<file path="config.mk">
export PLATFORM = sky130hd
export DESIGN_NAME = gdm_dma_slave
export DESIGN_NICKNAME = d
export VERILOG_FILES = /design/src/include/gdm_pkg.sv /design/src/rtl/gdm_dma_slave.sv
export SDC_FILE = /design/constraint.sdc
export NUM_CORES = 1
export LEC_CHECK = 0
export ABC_AREA = 1
export BUFFER_PORTS_ARGS = -buffer_cell sky130_fd_sc_hd__buf_2
export CORE_ASPECT_RATIO = 0.5
export CORE_MARGIN = 5
export CORE_UTILIZATION = 50
export CTS_CLUSTER_SIZE = 14
export DETAILED_ROUTE_END_ITERATION = 6
export PLACE_DENSITY = 0.91
export SYNTH_ARGS = -nofsm -noshare
export SYNTH_HDL_FRONTEND = slang
export SYNTH_SLANG_ARGS = --single-unit
</file>
<file path="constraint.sdc">
create_clock -name clk -period 2.6 [get_ports clk]
set_input_delay 0.13 -clock clk [delete_from_list [all_inputs] [get_ports clk]]
set_output_delay 0.13 -clock clk [all_outputs]
set_load 0.02 [all_outputs]
</file>
<file path="src/include/gdm_pkg.sv">
// gdm_pkg: constants shared by the generic slave dma block
// assumes a 32-bit apb register bus and one indexed endpoint
package gdm_pkg;

  // ----------------------------------------------------------------
  // register byte addresses
  // ----------------------------------------------------------------
  localparam logic [11:0] ADDR_EP_TYPE = 12'h208;
  localparam logic [11:0] ADDR_DMA_CMD = 12'h230;
  localparam logic [11:0] ADDR_BYTE_COUNT = 12'h234;
  localparam logic [11:0] ADDR_DMA_CONFIG = 12'h238;
  localparam logic [11:0] ADDR_DMA_STATUS = 12'h23c;
  localparam logic [11:0] ADDR_DMA_MASK = 12'h240;

  // ----------------------------------------------------------------
  // endpoint type fields
  // ----------------------------------------------------------------
  localparam int EP_KIND_LSB = 0;
  localparam int EP_DBL_BIT = 2;
  localparam int EP_ENABLE_BIT = 3;
  localparam int EP_ZLS_BIT = 4;
  localparam int EP_USED_BITS = 5;
  localparam logic [1:0] KIND_ISO = 2'h1;
  localparam logic [1:0] KIND_BULK = 2'h2;
  localparam logic [1:0] KIND_INTR = 2'h3;

  // ----------------------------------------------------------------
  // dma configuration fields
  // ----------------------------------------------------------------
  localparam int CFG_WIDTH_BIT = 0;
  localparam int CFG_MODE_LSB = 1;
  localparam int CFG_BYPASS_BIT = 3;
  localparam int CFG_REQ_POL_BIT = 4;
  localparam int CFG_ACK_POL_BIT = 5;
  localparam int CFG_PERMIT_BIT = 6;
  localparam int CFG_CLKON_BIT = 7;
  localparam int CFG_BITS = 8;
  localparam logic [1:0] MODE_SPLIT = 2'h0;
  localparam logic [1:0] MODE_WR_ONLY = 2'h1;
  localparam logic [1:0] MODE_RD_ONLY = 2'h2;

  // ----------------------------------------------------------------
  // status flags
  // ----------------------------------------------------------------
  localparam int ST_COUNT_DONE = 0;
  localparam int ST_SHORT_END = 1;
  localparam int ST_STOP_DONE = 2;
  localparam int ST_BITS = 3;

  // ----------------------------------------------------------------
  // commands and reset values
  // ----------------------------------------------------------------
  localparam logic [7:0] CMD_RESET_VALUE = 8'hff;
  localparam logic [7:0] CMD_READ_VALUE = 8'hff;
  localparam logic [7:0] CMD_DMA_IN = 8'h00;
  localparam logic [7:0] CMD_DMA_OUT = 8'h01;
  localparam logic [7:0] CMD_VALIDATE = 8'h0e;
  localparam logic [7:0] CMD_CLEAR_BUF = 8'h0f;
  localparam logic [7:0] CMD_DMA_RESET = 8'h11;
  localparam logic [7:0] CMD_DMA_STOP = 8'h13;
  localparam logic [31:0] BYTES_16 = 32'h2;
  localparam logic [31:0] BYTES_32 = 32'h4;

  typedef enum logic [1:0] {
    ST_IDLE,
    ST_IN,
    ST_OUT
  } gdm_state_type;

endpackage

</file>
<file path="src/rtl/gdm_dma_slave.sv">
// gdm_dma_slave: endpoint type register and generic slave dma command path
// assumes apb master on clk, external pins already synchronous to clk
//
// Contract
// - with suppression bit clear, finished dma in transfer queues a null packet; code queues it only when the count reaches zero, not on stop
// - endpoint enable bit switches the indexed endpoint buffer on or off
// - disabling then re-enabling an endpoint resets its data toggle
// - double buffer bit selects double or single buffering
// - kind field: 01 isochronous, 10 bulk, 11 interrupt, 00 unused
// - shared read and write strobes steered to dma or register access
// - active count loads only when the most significant byte is written
// - counter decrements per byte moved; zero sets count done flag
// - transfer starts as soon as a transfer command is written
// - short packet, dma reset or stop command ends a running transfer
// - short packet end and count done flags are separately maskable
// - data bus floats until an out command runs; other outputs always driven
// - command register write-only, reads ff, resets to all ones
// - command 00h moves dma bus data into the endpoint buffer
// - command 01h moves endpoint buffer data onto the dma bus
// - command 0eh validates endpoint buffer; 02h to 0dh reserved
// - width selects 16 or 32 bit bus; mode picks active strobes
// - separate polarity bits for request output and ack input
// - command 13h stops transfer, flushes in data, sets completion flag
// - command 11h returns the dma core to its reset state; code keeps config and mask
//
// The APB slave port was decided locally.
`timescale 1ns/1ns
`default_nettype none

module gdm_dma_slave
  import gdm_pkg::*;
(
  input wire logic clk,
  input wire logic srst,
  input wire logic psel,
  input wire logic penable,
  input wire logic pwrite,
  input wire logic [11:0] paddr,
  input wire logic [31:0] pwdata,
  input wire logic [3:0] pstrb,
  output logic [31:0] prdata,
  output logic pready,
  output logic pslverr,
  input wire logic rd_n,
  input wire logic wr_n,
  output logic pio_rd_n,
  output logic pio_wr_n,
  input wire logic dma_ack_line,
  output logic dma_request_line,
  input wire logic [31:0] dma_data_in,
  output logic [31:0] dma_data_out,
  output logic dma_data_oe,
  output logic ep_buffer_enable,
  output logic ep_double_buffer,
  output logic ep_is_iso,
  output logic ep_is_bulk,
  output logic ep_is_intr,
  output logic toggle_reset,
  input wire logic usb_in_token,
  output logic zero_length_packet_req,
  input wire logic out_short_packet,
  input wire logic buf_wr_ready,
  output logic buf_wr_valid,
  output logic [31:0] buf_wr_data,
  output logic [2:0] buf_wr_bytes,
  input wire logic buf_rd_valid,
  input wire logic [31:0] buf_rd_data,
  output logic buf_rd_take,
  output logic buf_validate,
  output logic buf_clear,
  output logic buf_flush,
  output logic dma_irq
);

  // ----------------------------------------------------------------
  // helpers
  // ----------------------------------------------------------------
  function automatic logic [31:0] dec_count(input logic [31:0] cnt, input logic [31:0] step);
    dec_count = (cnt > step) ? cnt - step : '0;
  endfunction

  function automatic logic pick_strobe(input logic [1:0] mode, input logic to_dev,
                                       input logic rd_low, input logic wr_low);
    unique case (mode)
      MODE_SPLIT: pick_strobe = to_dev ? wr_low : rd_low;
      MODE_WR_ONLY: pick_strobe = wr_low;
      MODE_RD_ONLY: pick_strobe = rd_low;
      default: pick_strobe = rd_low | wr_low;
    endcase
  endfunction

  // ----------------------------------------------------------------
  // state
  // ----------------------------------------------------------------
  gdm_state_type state_q, state_d;
  logic [EP_USED_BITS-1:0] ep_type_q;
  logic [23:0] count_low_q;
  logic [31:0] count_q, count_d;
  logic [CFG_BITS-1:0] cfg_q;
  logic [ST_BITS-1:0] flags_q, flags_d;
  logic [ST_BITS-1:0] mask_q;
  logic strobe_low_q;
  logic zlp_q;
  logic [31:0] data_out_q;
  logic wr_valid_q;
  logic [31:0] wr_data_q;
  logic [2:0] wr_bytes_q;
  logic validate_q, clear_q, flush_q, toggle_q;

  // ----------------------------------------------------------------
  // apb decode
  // ----------------------------------------------------------------
  wire apb_go = psel & penable;
  wire apb_wr = apb_go & pwrite;
  wire hit_ep = (paddr == ADDR_EP_TYPE);
  wire hit_cmd = (paddr == ADDR_DMA_CMD);
  wire hit_cnt = (paddr == ADDR_BYTE_COUNT);
  wire hit_cfg = (paddr == ADDR_DMA_CONFIG);
  wire hit_st = (paddr == ADDR_DMA_STATUS);
  wire hit_mask = (paddr == ADDR_DMA_MASK);
  wire hit_any = hit_ep | hit_cmd | hit_cnt | hit_cfg | hit_st | hit_mask;
  wire wr_ep = apb_wr & hit_ep;
  wire wr_cmd = apb_wr & hit_cmd & pstrb[0];
  wire wr_cnt_msb = apb_wr & hit_cnt & pstrb[3];
  wire wr_cfg = apb_wr & hit_cfg & pstrb[0];
  wire wr_st = apb_wr & hit_st & pstrb[0];
  wire wr_mask = apb_wr & hit_mask & pstrb[0];

  wire [7:0] cmd_code = pwdata[7:0];
  wire cmd_in = wr_cmd & (cmd_code == CMD_DMA_IN);
  wire cmd_out = wr_cmd & (cmd_code == CMD_DMA_OUT);
  wire cmd_valid = wr_cmd & (cmd_code == CMD_VALIDATE);
  wire cmd_clear = wr_cmd & (cmd_code == CMD_CLEAR_BUF);
  wire cmd_rst = wr_cmd & (cmd_code == CMD_DMA_RESET);
  wire cmd_stop = wr_cmd & (cmd_code == CMD_DMA_STOP);
  wire cmd_known = cmd_in | cmd_out | cmd_valid | cmd_clear | cmd_rst | cmd_stop;

  // zero wait states; anything outside the map answers with pslverr
  assign pready = 1'b1;
  assign pslverr = apb_go & ~hit_any;

  // reserved endpoint bits read zero
  wire [31:0] rd_ep = {{(32-EP_USED_BITS){1'b0}}, ep_type_q};
  // write-only command register always reads ff in the low byte, zeros above
  wire [31:0] rd_cmd = {24'h0, CMD_READ_VALUE};
  assign prdata = hit_ep ? rd_ep :
                  hit_cmd ? rd_cmd :
                  hit_cnt ? count_q :
                  hit_cfg ? {{(32-CFG_BITS){1'b0}}, cfg_q} :
                  hit_st ? {{(32-ST_BITS){1'b0}}, flags_q} :
                  hit_mask ? {{(32-ST_BITS){1'b0}}, mask_q} : 32'h0;

  // ----------------------------------------------------------------
  // endpoint type fields
  // ----------------------------------------------------------------
  wire [1:0] ep_kind = ep_type_q[EP_KIND_LSB +: 2];
  wire zero_length_suppress = ep_type_q[EP_ZLS_BIT];
  assign ep_buffer_enable = ep_type_q[EP_ENABLE_BIT];
  assign ep_double_buffer = ep_type_q[EP_DBL_BIT];
  assign ep_is_iso = (ep_kind == KIND_ISO);
  assign ep_is_bulk = (ep_kind == KIND_BULK);
  assign ep_is_intr = (ep_kind == KIND_INTR);
  assign toggle_reset = toggle_q;

  // ----------------------------------------------------------------
  // configuration fields
  // ----------------------------------------------------------------
  wire width_32 = cfg_q[CFG_WIDTH_BIT];
  wire [1:0] strobe_mode = cfg_q[CFG_MODE_LSB +: 2];
  wire counter_bypass = cfg_q[CFG_BYPASS_BIT];
  wire request_polarity = cfg_q[CFG_REQ_POL_BIT];
  wire ack_polarity = cfg_q[CFG_ACK_POL_BIT];
  wire transfer_permit = cfg_q[CFG_PERMIT_BIT];
  wire dma_clock_gate_on = cfg_q[CFG_CLKON_BIT];

  // ----------------------------------------------------------------
  // dma handshake and strobe steering
  // ----------------------------------------------------------------
  wire run_in = (state_q == ST_IN);
  wire run_out = (state_q == ST_OUT);
  wire running = run_in | run_out;
  wire [31:0] step = width_32 ? BYTES_32 : BYTES_16;
  // count mode ends at zero; bypass leaves only stop, dma reset or short packet
  wire count_hit = running & ~counter_bypass & (count_q == 32'h0);
  wire side_ready = run_in ? buf_wr_ready : buf_rd_valid;
  // no request without clock gate and permit, so a half-set core stays quiet
  wire req_int = running & ~count_hit & side_ready
                 & transfer_permit & dma_clock_gate_on;
  assign dma_request_line = request_polarity ? req_int : ~req_int;
  wire ack_active = ack_polarity ? dma_ack_line : ~dma_ack_line;

  // shared strobes go to the dma engine while running, else to pio
  assign pio_rd_n = running ? 1'b1 : rd_n;
  assign pio_wr_n = running ? 1'b1 : wr_n;
  wire strobe_low = running & pick_strobe(strobe_mode, run_in, ~rd_n, ~wr_n);
  wire beat = req_int & ack_active & strobe_low & ~strobe_low_q;
  assign buf_rd_take = beat & run_out;

  // bus floats unless an out command is executing
  assign dma_data_oe = run_out;
  assign dma_data_out = data_out_q;
  assign buf_wr_valid = wr_valid_q;
  assign buf_wr_data = wr_data_q;
  assign buf_wr_bytes = wr_bytes_q;
  assign buf_validate = validate_q;
  assign buf_clear = clear_q;
  assign buf_flush = flush_q;
  assign zero_length_packet_req = zlp_q;
  assign dma_irq = |(flags_q & mask_q);

  // ----------------------------------------------------------------
  // transfer sequencing
  // ----------------------------------------------------------------
  wire short_end = run_out & out_short_packet;
  wire in_done = run_in & count_hit;
  wire [31:0] new_count = {pwdata[31:24],
                           pstrb[2] ? pwdata[23:16] : count_low_q[23:16],
                           pstrb[1] ? pwdata[15:8] : count_low_q[15:8],
                           pstrb[0] ? pwdata[7:0] : count_low_q[7:0]};

  always_comb begin
    state_d = state_q;
    count_d = count_q;
    flags_d = flags_q;
    if (beat && !counter_bypass) begin
      count_d = dec_count(count_q, step);
    end
    if (wr_cnt_msb) begin
      count_d = new_count;
    end
    if (count_hit || short_end) begin
      state_d = ST_IDLE;
    end
    if (wr_st) begin
      flags_d = flags_q & ~pwdata[ST_BITS-1:0];
    end
    // hardware sets win over status register clears; a dma reset command clears all flags
    if (count_hit) begin
      flags_d[ST_COUNT_DONE] = 1'b1;
    end
    if (short_end) begin
      flags_d[ST_SHORT_END] = 1'b1;
    end
    if (cmd_in) begin
      state_d = ST_IN;
    end
    if (cmd_out) begin
      state_d = ST_OUT;
    end
    if (cmd_stop) begin
      state_d = ST_IDLE;
      flags_d[ST_STOP_DONE] = 1'b1;
    end
    if (cmd_rst) begin
      state_d = ST_IDLE;
      count_d = '0;
      flags_d = '0;
    end
  end

  // ----------------------------------------------------------------
  // registers
  // ----------------------------------------------------------------
  always_ff @(posedge clk) begin
    if (srst) begin
      state_q <= ST_IDLE;
      count_q <= '0;
      flags_q <= '0;
    end else begin
      state_q <= state_d;
      count_q <= count_d;
      flags_q <= flags_d;
    end
  end

  always_ff @(posedge clk) begin
    if (srst) begin
      ep_type_q <= '0;
      toggle_q <= 1'b0;
    end else begin
      // re-enable after disable clears the toggle of this endpoint
      toggle_q <= wr_ep & pstrb[0] & pwdata[EP_ENABLE_BIT] & ~ep_type_q[EP_ENABLE_BIT];
      if (wr_ep && pstrb[0]) begin
        ep_type_q <= pwdata[EP_USED_BITS-1:0];
      end
    end
  end

  always_ff @(posedge clk) begin
    if (srst) begin
      count_low_q <= '0;
      cfg_q <= '0;
      mask_q <= '0;
    end else begin
      if (cmd_rst) begin
        count_low_q <= '0;
      end else begin
        if (apb_wr && hit_cnt) begin
          count_low_q <= new_count[23:0];
        end
      end
      if (wr_cfg) begin
        cfg_q <= pwdata[CFG_BITS-1:0];
      end
      if (wr_mask) begin
        mask_q <= pwdata[ST_BITS-1:0];
      end
    end
  end

  always_ff @(posedge clk) begin
    if (srst) begin
      strobe_low_q <= 1'b0;
      data_out_q <= '0;
      wr_valid_q <= 1'b0;
      wr_data_q <= '0;
      wr_bytes_q <= '0;
    end else begin
      strobe_low_q <= strobe_low;
      data_out_q <= run_out ? buf_rd_data : data_out_q;
      wr_valid_q <= beat & run_in;
      if (beat && run_in) begin
        wr_data_q <= dma_data_in;
        wr_bytes_q <= step[2:0];
      end
    end
  end

  always_ff @(posedge clk) begin
    if (srst) begin
      validate_q <= 1'b0;
      clear_q <= 1'b0;
      flush_q <= 1'b0;
      zlp_q <= 1'b0;
    end else begin
      validate_q <= cmd_valid;
      clear_q <= cmd_clear;
      // staged in data is committed to the endpoint on stop
      flush_q <= cmd_stop & run_in;
      // the null packet request holds until the next in token or a dma reset command clears it
      if (in_done && !zero_length_suppress) begin
        zlp_q <= 1'b1;
      end else if (usb_in_token || cmd_rst) begin
        zlp_q <= 1'b0;
      end
    end
  end

  // ----------------------------------------------------------------
  // checks
  // ----------------------------------------------------------------
  chk_cmd_reads_ones: assert property (@(posedge clk) disable iff (srst)
    (apb_go && !pwrite && hit_cmd) |-> (prdata[7:0] == CMD_READ_VALUE))
    else $error("command register read not ff");

  chk_low_bytes_hold: assert property (@(posedge clk) disable iff (srst)
    (apb_wr && hit_cnt && !pstrb[3] && !running && !cmd_rst) |=> $stable(count_q))
    else $error("low count byte changed active count");

  chk_zero_sets_done: assert property (@(posedge clk) disable iff (srst)
    (count_hit && !cmd_rst && !cmd_in && !cmd_out) |=> (flags_q[ST_COUNT_DONE] && !running))
    else $error("count reached zero without done flag");

  chk_bus_floats_idle: assert property (@(posedge clk) disable iff (srst)
    $rose(dma_data_oe) |-> $past(cmd_out))
    else $error("data bus driven without out command");

  chk_reserved_cmd_idle: assert property (@(posedge clk) disable iff (srst)
    (wr_cmd && !cmd_known && !count_hit && !short_end && !beat && !wr_st)
      |=> ($stable(state_q) && $stable(flags_q) && !buf_validate && !buf_flush))
    else $error("reserved command had an effect");

  chk_toggle_on_reenable: assert property (@(posedge clk) disable iff (srst)
    toggle_reset |-> (ep_buffer_enable && !$past(ep_buffer_enable)))
    else $error("toggle reset without disable then enable");

  chk_stop_ends_run: assert property (@(posedge clk) disable iff (srst)
    (cmd_stop && !cmd_in && !cmd_out) |=> (!running ##0 flags_q[ST_STOP_DONE]))
    else $error("stop command did not end transfer");

  chk_ep_reserved_zero: assert property (@(posedge clk) disable iff (srst)
    (apb_go && hit_ep) |-> (prdata[31:EP_USED_BITS] == '0))
    else $error("reserved endpoint bits not zero");

  chk_request_polarity: assert property (@(posedge clk) disable iff (srst)
    (!running) |-> (dma_request_line == !request_polarity))
    else $error("idle request line at wrong level");

  chk_null_packet: assert property (@(posedge clk) disable iff (srst)
    $rose(zero_length_packet_req) |-> $past(!zero_length_suppress && in_done))
    else $error("null packet queued with suppression set");

  chk_start_on_cmd: assert property (@(posedge clk) disable iff (srst)
    (cmd_out && !cmd_rst) |=> run_out)
    else $error("out command did not start transfer");

  chk_short_end: assert property (@(posedge clk) disable iff (srst)
    (short_end && !wr_cmd) |=> (!running && flags_q[ST_SHORT_END]))
    else $error("short packet did not end transfer");

endmodule // gdm_dma_slave

`default_nettype wire

</file>
==> metrics.txt, run 1 <==
# TYPE chip_impl_metric gauge
chip_impl_info{name="end_kind",value="flip-flop"} 1
chip_impl_info{name="run_status",value="complete, no violations"} 1
chip_impl_metric{name="drt-vias-per-instance",unit=""} 5.39
chip_impl_metric{name="pin_count",unit=""} 242
chip_impl_metric{name="area_growth_syn_to_layout",unit="%"} 33.6
chip_impl_metric{name="grt_pass1_vias",unit=""} 8942
chip_impl_metric{name="drc",unit=""} 0
chip_impl_metric{name="die_height",unit="um"} 97.3
chip_impl_metric{name="vias",unit=""} 8856
chip_impl_metric{name="routedWlPerCell",unit="um"} 16.2
chip_impl_metric{name="pre_cts_ws",unit="ns"} 0.187
chip_impl_metric{name="synthesis_warning_total",unit=""} 0
chip_impl_metric{name="finalWeightedCongestion",unit=""} 0.949
chip_impl_info{name="ordered_list_of_cells_on_the_worst_path",value="inv_1, ha_1, inv_2, nand2_1, nand3_1, nand2_1, nand2_1, nor2_2, nand3_2, nor2_8, buf_4, o21ai_0, nor2_1"} 1
chip_impl_metric{name="cts_max_level",unit=""} 4
chip_impl_metric{name="post-route-worst-setup-slack",unit="ns"} 0.154
chip_impl_metric{name="gr-usage-all-layers",unit="%"} 28.8
chip_impl_metric{name="p_per_area",unit="nW/um2"} 519
chip_impl_metric{name="worst_slew_pin_slew",unit="ns"} 0.666
chip_impl_metric{name="effective_utilization_at_floorplan",unit="%"} 51.8
chip_impl_metric{name="max_clock_freq",unit="MHz"} 409
chip_impl_metric{name="dp.final_hpwl",unit="um"} 17600
chip_impl_metric{name="max_cap_violations",unit=""} 0
chip_impl_metric{name="worstPathBufferInverterCount",unit=""} 3
chip_impl_metric{name="globalRoute.totalOverflow",unit=""} 0
chip_impl_metric{name="hold_ws",unit="ns"} 0.0160
chip_impl_metric{name="tns",unit="ns"} 0
chip_impl_metric{name="port-buffer-count",unit=""} 239
chip_impl_metric{name="drt-pass1-iter-count",unit=""} 6
chip_impl_metric{name="mappedNetlistNets",unit=""} 1274
chip_impl_info{name="critPathKind",value="flip-flop to flip-flop"} 1
chip_impl_info{name="synth_largest_area_cell",value="sky130_fd_sc_hd__dfxtp_1"} 1
chip_impl_info{name="timing.critical_path.max_delay_family",value="simple AND/OR/NAND/NOR gates"} 1
chip_impl_metric{name="die_area",unit="um2"} 17900
chip_impl_metric{name="yosysUniqueCellTypes",unit=""} 42
chip_impl_metric{name="share_of_layout_cells_above_drive_strength_1",unit="%"} 22.8
chip_impl_metric{name="post-cts-setup-buffers",unit=""} 0
chip_impl_metric{name="floorplan.core_area",unit="um2"} 14700
chip_impl_metric{name="ys_seq_elements",unit=""} 150
chip_impl_metric{name="timing.clock.skew",unit="ns"} 0.0128
chip_impl_metric{name="yosysSeqAreaShare",unit="%"} 39.4
chip_impl_metric{name="clock-sinks",unit=""} 150
chip_impl_metric{name="synth.top_cell.area_share",unit="%"} 39.4
chip_impl_metric{name="synthCells",unit=""} 1145
chip_impl_metric{name="ir_worst_vdd",unit="mV"} 0.462
chip_impl_metric{name="final_core_util",unit="%"} 69.2
chip_impl_metric{name="die_x",unit="um"} 184
chip_impl_metric{name="worstSkewPairLatency",unit="ns"} 0.43
chip_impl_info{name="min_path_type",value="input pin to flip-flop"} 1
chip_impl_metric{name="final-setup-viol-count",unit=""} 0
chip_impl_metric{name="route.antenna.remaining_nets",unit=""} 0
chip_impl_metric{name="avgSynthCellArea",unit="um2"} 6.65
chip_impl_metric{name="slew_headroom",unit="%"} 55.6
chip_impl_info{name="synth_top_cells_by_area",value="sky130_fd_sc_hd__dfxtp_1 (39%), sky130_fd_sc_hd__nor2_1 (14%), sky130_fd_sc_hd__nand2_1 (12%)"} 1
chip_impl_metric{name="clkTransAtPathRegs",unit="ns"} 0.07
chip_impl_metric{name="cp_data_required_time",unit="ns"} 2.94
chip_impl_info{name="crit_top_cell",value="sky130_fd_sc_hd__nand2_1"} 1
chip_impl_metric{name="postRouteWirelength",unit="um"} 26600
chip_impl_metric{name="antenna_found_initial",unit=""} 1
chip_impl_info{name="tritoncts_clock_tree",value="done"} 1
chip_impl_metric{name="p_leak",unit="nW"} 5.10
chip_impl_metric{name="cts-root-to-sink-buffers",unit=""} 2
chip_impl_metric{name="critical-path-max-stage-delay",unit="ns"} 0.33
chip_impl_metric{name="finalCritPeriodShare",unit="%"} 94.1
chip_impl_info{name="setup.worst_path.start",value="state_q[1]$_SDFFE_PP0P_"} 1
chip_impl_info{name="worst_path_max_delay_cell",value="sky130_fd_sc_hd__dfxtp_1"} 1
chip_impl_metric{name="grt_first_pass_wirelength",unit="um"} 42900
chip_impl_metric{name="report.final.hold_viol_count",unit=""} 0
chip_impl_metric{name="critical_path_maximum_fanout",unit=""} 23
chip_impl_info{name="min_from",value="pwdata[31]"} 1
chip_impl_info{name="ctsRootBufferMaster",value="sky130_fd_sc_hd__clkbuf_16"} 1
chip_impl_metric{name="detail_route.iter0.violations",unit=""} 762
chip_impl_info{name="critPathLaunchType",value="flip-flop"} 1
chip_impl_metric{name="finalCriticalPeriod",unit="ns"} 2.45
chip_impl_metric{name="crit_arrival",unit="ns"} 2.78
chip_impl_metric{name="fin_nets",unit=""} 1561
chip_impl_metric{name="slew_viol_final",unit=""} 0
chip_impl_metric{name="netlist_area",unit="um2"} 7610
chip_impl_metric{name="num_rows",unit=""} 31
chip_impl_metric{name="pin_count_of_the_biggest_net_entering_global_routing",unit=""} 77
chip_impl_metric{name="cts_made_buffers",unit=""} 17
chip_impl_metric{name="non_filler_instances",unit=""} 1644
chip_impl_metric{name="placed_cells",unit=""} 1544
chip_impl_info{name="worst_r2r_startpoint",value="state_q[1]$_SDFFE_PP0P_"} 1
-- layout make-up --
class / instances / area [um2]
Antenna cell: 1 / 2.50
Clock buffer: 18 / 439
Clock inverter: 14 / 190
Fill cell: 1166 / 4530
Inverter: 99 / 374
Multi-Input combinational cell: 848 / 3960
Sequential cell: 150 / 3000
Tap cell: 198 / 248
Timing Repair Buffer: 316 / 1950
-- worst register-to-register path: stages (launching register included) --
cell,delay [ns]
sky130_fd_sc_hd__dfxtp_1,0.33
sky130_fd_sc_hd__inv_1,0.07
sky130_fd_sc_hd__ha_1,0.26
sky130_fd_sc_hd__inv_2,0.11
sky130_fd_sc_hd__nand2_1,0.08
sky130_fd_sc_hd__nand3_1,0.06
sky130_fd_sc_hd__nand2_1,0.09
sky130_fd_sc_hd__nand2_1,0.09
sky130_fd_sc_hd__nor2_2,0.18
sky130_fd_sc_hd__nand3_2,0.20
sky130_fd_sc_hd__nor2_8,0.32
sky130_fd_sc_hd__buf_4,0.26
sky130_fd_sc_hd__o21ai_0,0.09
sky130_fd_sc_hd__nor2_1,0.21
-- flip-flops by register name, summed over array words and instances (netlist names) --
register                count
mask_q                      3
state_q                     2
flags_q                     3
strobe_low_q                1
count_q                    32
buf_clear                   1
zero_length_packet_req      1
buf_wr_data                32
ep_type_q                   5
dma_data_out               32
cfg_q                       8
buf_wr_bytes                2
buf_validate                1
count_low_q                24
buf_flush                   1
toggle_reset                1
buf_wr_valid                1
-- what timing repair did --
item / in CTS / in global routing
resized for setup: 0 / 4
hold buffers: 67 / 0
endpoints found under the setup margin: 0 / 11
hold endpoints to repair: 67 / 0
-- worst paths after layout --
check	endpoint	slack [ns]	cells after the start
worst max-delay path	buf_wr_data[12]$_SDFFE_PP0P_	0.15	13
worst min-delay path	count_q[31]$_SDFFE_PP0P_	0.02	5
worst max register to register	buf_wr_data[12]$_SDFFE_PP0P_	0.15	13
worst min register to register	count_low_q[18]$_SDFFE_PP0P_	0.46	2
-- Yosys cell counts, drive strengths merged --
master	count
nor4	2
or2	4
clkbuf	22
nand4	14
a21oi	59
xor2	19
a22oi	2
mux2i	3
nor3	10
ha	4
conb	2
fa	1
nand2	245
inv	99
buf	26
nor3b	1
o221ai	3
nor2	306
o21ai	118
a21boi	2
a211oi	8
mux2	5
dfxtp	150
o32ai	1
nand3	39
-- cell usage in the layout (no fill, tap or decap), types with 6 or more instances in the layout --
master | Yosys | final
sky130_fd_sc_hd__buf_2 | 7 | 239
sky130_fd_sc_hd__a21oi_1 | 58 | 57
sky130_fd_sc_hd__nand4_1 | 12 | 12
sky130_fd_sc_hd__a211oi_1 | 8 | 8
sky130_fd_sc_hd__dlygate4sd3_1 | 0 | 67
sky130_fd_sc_hd__o21ai_0 | 94 | 94
sky130_fd_sc_hd__dfxtp_1 | 150 | 150
sky130_fd_sc_hd__o21ai_1 | 22 | 22
sky130_fd_sc_hd__nand3_2 | 6 | 6
sky130_fd_sc_hd__buf_4 | 6 | 9
sky130_fd_sc_hd__nand2_1 | 239 | 239
sky130_fd_sc_hd__xor2_1 | 19 | 19
sky130_fd_sc_hd__nand3_1 | 33 | 33
sky130_fd_sc_hd__nor3_1 | 10 | 10
sky130_fd_sc_hd__inv_2 | 8 | 9
sky130_fd_sc_hd__nor2_2 | 7 | 7
sky130_fd_sc_hd__inv_1 | 90 | 88
sky130_fd_sc_hd__clkbuf_16 | 0 | 17
sky130_fd_sc_hd__nor2_1 | 294 | 293
-- where the power goes --
| group | switching [mW] | internal [mW] | total [mW] |
|---|---|---|---|
| Combinational | 0.152 | 0.159 | 0.311 |
| Clock | 1.10 | 1.57 | 2.68 |
| Sequential | 0.0000248 | 2.30 | 2.30 |
| Total | 1.26 | 4.03 | 5.28 |
-- per-stage QoR --
step | power, mW | area (um2)
after floorplan | 2.44 | 7610
after global placement | 2.56 | 8860
after detailed placement | 2.57 | 8860
after CTS | 5.28 | 10200
after global routing | 5.42 | 10200
final | 5.28 | 10200
-- metal layers --
metal	up-vias	global-route usage, %	share of wire [%]
li1	4206	-	-
met1	4033	34.0	38
met2	509	48.9	48
met3	108	7.63	10
met4	0	13.3	4.2
met5	-	0	0
-- logic make-up (layout without fill, tap and decap cells) --
| group | count (synthesis) | in the layout | synth area share (%) |
|---|---|---|---|
| mux | 8 | 8 | 1.13 |
| compound gates | 193 | 193 | 13.4 |
| xor+xnor | 19 | 19 | 2.19 |
| fa+ha+maj | 5 | 5 | 0.920 |
| flops | 150 | 150 | 39.4 |
| other cells | 2 | 3 | 0.0987 |
| buf+inv | 147 | 447 | 8.68 |
| simple gates | 621 | 621 | 34.1 |
Power figures use the tool's default switching activity.
==> run 2: changes to the inputs <==
- RECOVER_POWER: default -> 100
==> run 2 against run 1 <==
Net effect:
- maximum frequency barely moved
- flip-flop and latch count unchanged
- clock power barely moved
- combinational power about the same
- sequential share of layout area increased by 0.45 points
- critical endpoint unchanged
- largest cell class unchanged
- largest power group unchanged
==> metrics.txt, run 2 (synthesis results as in run 1) <==
# TYPE chip_impl_metric gauge
chip_impl_metric{name="drt-vias-per-instance",unit=""} 5.37
chip_impl_metric{name="slew_headroom",unit="%"} 47.2
chip_impl_metric{name="cts-root-to-sink-buffers",unit=""} 2
chip_impl_metric{name="effective_utilization_at_floorplan",unit="%"} 51.8
chip_impl_info{name="layout.cells.most_common",value="sky130_fd_sc_hd__nor2_1"} 1
chip_impl_metric{name="p_per_area",unit="nW/um2"} 527
chip_impl_metric{name="share_of_layout_cells_above_drive_strength_1",unit="%"} 15.1
chip_impl_metric{name="grt_first_pass_wirelength",unit="um"} 42900
chip_impl_metric{name="crit_arrival",unit="ns"} 2.78
chip_impl_metric{name="worstSkewPairLatency",unit="ns"} 0.42
chip_impl_metric{name="slew_viol_final",unit=""} 0
chip_impl_metric{name="finalCritPeriodShare",unit="%"} 94.1
chip_impl_info{name="end_kind",value="flip-flop"} 1
chip_impl_metric{name="clkTransAtPathRegs",unit="ns"} 0.07
chip_impl_metric{name="seqCellArea",unit="um2"} 3000
chip_impl_info{name="ctsRootBufferMaster",value="sky130_fd_sc_hd__clkbuf_16"} 1
chip_impl_metric{name="tns",unit="ns"} 0
chip_impl_metric{name="num_rows",unit=""} 31
chip_impl_metric{name="clock-sinks",unit=""} 150
chip_impl_metric{name="antenna_found_initial",unit=""} 1
chip_impl_metric{name="die_x",unit="um"} 184
chip_impl_metric{name="finalCriticalPeriod",unit="ns"} 2.45
chip_impl_metric{name="vias",unit=""} 8831
chip_impl_metric{name="postRouteWirelength",unit="um"} 26700
chip_impl_metric{name="finalWeightedCongestion",unit=""} 0.949
chip_impl_metric{name="pin_count",unit=""} 242
chip_impl_metric{name="final-setup-viol-count",unit=""} 0
chip_impl_metric{name="gr-usage-all-layers",unit="%"} 28.8
chip_impl_info{name="tritoncts_clock_tree",value="done"} 1
chip_impl_metric{name="drc",unit=""} 0
chip_impl_metric{name="final.fill_count",unit=""} 1251
chip_impl_metric{name="post_dp_cell_area",unit="um2"} 8860
chip_impl_metric{name="worst_slew_pin_slew",unit="ns"} 0.792
chip_impl_info{name="run_status",value="complete, no violations"} 1
chip_impl_metric{name="grt_pass1_vias",unit=""} 8942
chip_impl_metric{name="pin_count_of_the_biggest_net_entering_global_routing",unit=""} 77
chip_impl_info{name="min_from",value="pwdata[31]"} 1
chip_impl_metric{name="dp.final_hpwl",unit="um"} 17600
chip_impl_metric{name="routedWlPerCell",unit="um"} 16.2
chip_impl_metric{name="max_cap_violations",unit=""} 0
chip_impl_metric{name="p_leak",unit="nW"} 4.63
chip_impl_metric{name="area_growth_syn_to_layout",unit="%"} 31.6
chip_impl_metric{name="layout.cell_area.non_filler",unit="um2"} 10000
chip_impl_metric{name="port-buffer-count",unit=""} 239
chip_impl_metric{name="die_area",unit="um2"} 17900
chip_impl_metric{name="critical_path_maximum_fanout",unit=""} 23
chip_impl_metric{name="die_height",unit="um"} 97.3
chip_impl_metric{name="cts_max_level",unit=""} 4
chip_impl_info{name="critPathKind",value="flip-flop to flip-flop"} 1
chip_impl_info{name="critPathLaunchType",value="flip-flop"} 1
chip_impl_metric{name="fin_nets",unit=""} 1561
chip_impl_metric{name="route.antenna.remaining_nets",unit=""} 0
chip_impl_info{name="mostFrequentLayoutCells",value="sky130_fd_sc_hd__nor2_1 (296), sky130_fd_sc_hd__nand2_1 (240), sky130_fd_sc_hd__dfxtp_1 (150)"} 1
chip_impl_metric{name="max_clock_freq",unit="MHz"} 409
chip_impl_metric{name="total_area_of_multi_input_combinational_cells",unit="um2"} 3950
chip_impl_metric{name="cts_made_buffers",unit=""} 17
chip_impl_metric{name="cp_data_required_time",unit="ns"} 2.93
chip_impl_metric{name="detail_route.iter0.violations",unit=""} 835
chip_impl_metric{name="final_core_util",unit="%"} 68.2
chip_impl_metric{name="drt-pass1-iter-count",unit=""} 6
chip_impl_metric{name="floorplan.core_area",unit="um2"} 14700
chip_impl_info{name="min_path_type",value="input pin to flip-flop"} 1
chip_impl_info{name="setup.worst_path.start",value="state_q[1]$_SDFFE_PP0P_"} 1
chip_impl_metric{name="globalRoute.totalOverflow",unit=""} 0
chip_impl_metric{name="report.final.hold_viol_count",unit=""} 0
chip_impl_metric{name="ir_worst_vdd",unit="mV"} 0.457
chip_impl_metric{name="power",unit="mW"} 5.28
chip_impl_metric{name="timing.clock.skew",unit="ns"} 0.0110
chip_impl_info{name="worst_r2r_startpoint",value="state_q[1]$_SDFFE_PP0P_"} 1
-- run 2: cell count changes in the layout (fill, tap and decap cells not counted) --
cell,delta
sky130_fd_sc_hd__nand2_1,+1
sky130_fd_sc_hd__buf_4,-1
sky130_fd_sc_hd__nor2_4,-1
sky130_fd_sc_hd__buf_2,-107
sky130_fd_sc_hd__nor2_2,-2
sky130_fd_sc_hd__clkbuf_1,+108
sky130_fd_sc_hd__nor2_1,+3
sky130_fd_sc_hd__nand2_2,-1
-- run 2: routing by layer --
| metal | vias up | wire, um | share of wire, % | track usage [%] |
|---|---|---|---|---|
| met1 | 4033 | 10300 | 39 | 34.0 |
| met4 | 0 | 1120 | 4.2 | 13.3 |
| met2 | 489 | 12700 | 47 | 48.9 |
| met3 | 104 | 2520 | 9.5 | 7.63 |
| li1 | 4205 | - | - | - |
| met5 | - | 0 | 0 | 0 |
-- run 2: stage by stage --
step	cells	hold slack (ns)	setup slack [ns]
CTS	1643	0.0158	0.0962
finish	1644	0.0184	0.154
global route	1644	0.0436	-0.0129
floorplan	1145	0.209	0.539
detailed placement	1544	0.360	0.187
global placement	1544	0.349	0.299
-- run 2: area by class of cell --
type | count | area share, %
diodes | 1 | 0.0250
clock buffers | 18 | 4.38
clock inverters | 14 | 1.90
inverters | 99 | 3.73
multi-input cells | 848 | 39.4
flip-flops and latches | 150 | 30.0
well taps | 198 | 2.47
repair buffers | 316 | 18.1
-- run 2: worst paths after layout --
check | endpoint | slack [ns] | cells after the start
worst min register to register | count_low_q[18]$_SDFFE_PP0P_ | 0.46 | 2
worst min-delay path | count_q[31]$_SDFFE_PP0P_ | 0.02 | 5
worst max-delay path | buf_wr_data[12]$_SDFFE_PP0P_ | 0.15 | 13
worst max register to register | buf_wr_data[12]$_SDFFE_PP0P_ | 0.15 | 13
-- run 2: timing repair --
item / CTS / global route
hold endpoints to repair: 67 / 0
setup endpoints to repair: 0 / 11
buffers inserted: 0 / 0
resized for setup: 0 / 4
hold buffers: 67 / 0
-- run 2: critical path, stage by stage (launching register included) --
cell                      delay [ns]
sky130_fd_sc_hd__dfxtp_1        0.33
sky130_fd_sc_hd__inv_1          0.07
sky130_fd_sc_hd__ha_1           0.26
sky130_fd_sc_hd__inv_2          0.11
sky130_fd_sc_hd__nand2_1        0.08
sky130_fd_sc_hd__nand3_1        0.06
sky130_fd_sc_hd__nand2_1        0.09
sky130_fd_sc_hd__nand2_1        0.09
sky130_fd_sc_hd__nor2_2         0.18
sky130_fd_sc_hd__nand3_2        0.21
sky130_fd_sc_hd__nor2_8         0.32
sky130_fd_sc_hd__buf_4          0.25
sky130_fd_sc_hd__o21ai_0        0.09
sky130_fd_sc_hd__nor2_1         0.21
-- run 2: where the power goes --
group / switching (mW) / leakage, nW / internal, mW
Clock: 1.10 / 0.311 / 1.57
Sequential: 0.0000247 / 1.21 / 2.30
Combinational: 0.151 / 3.11 / 0.158
Total: 1.25 / 4.63 / 4.03
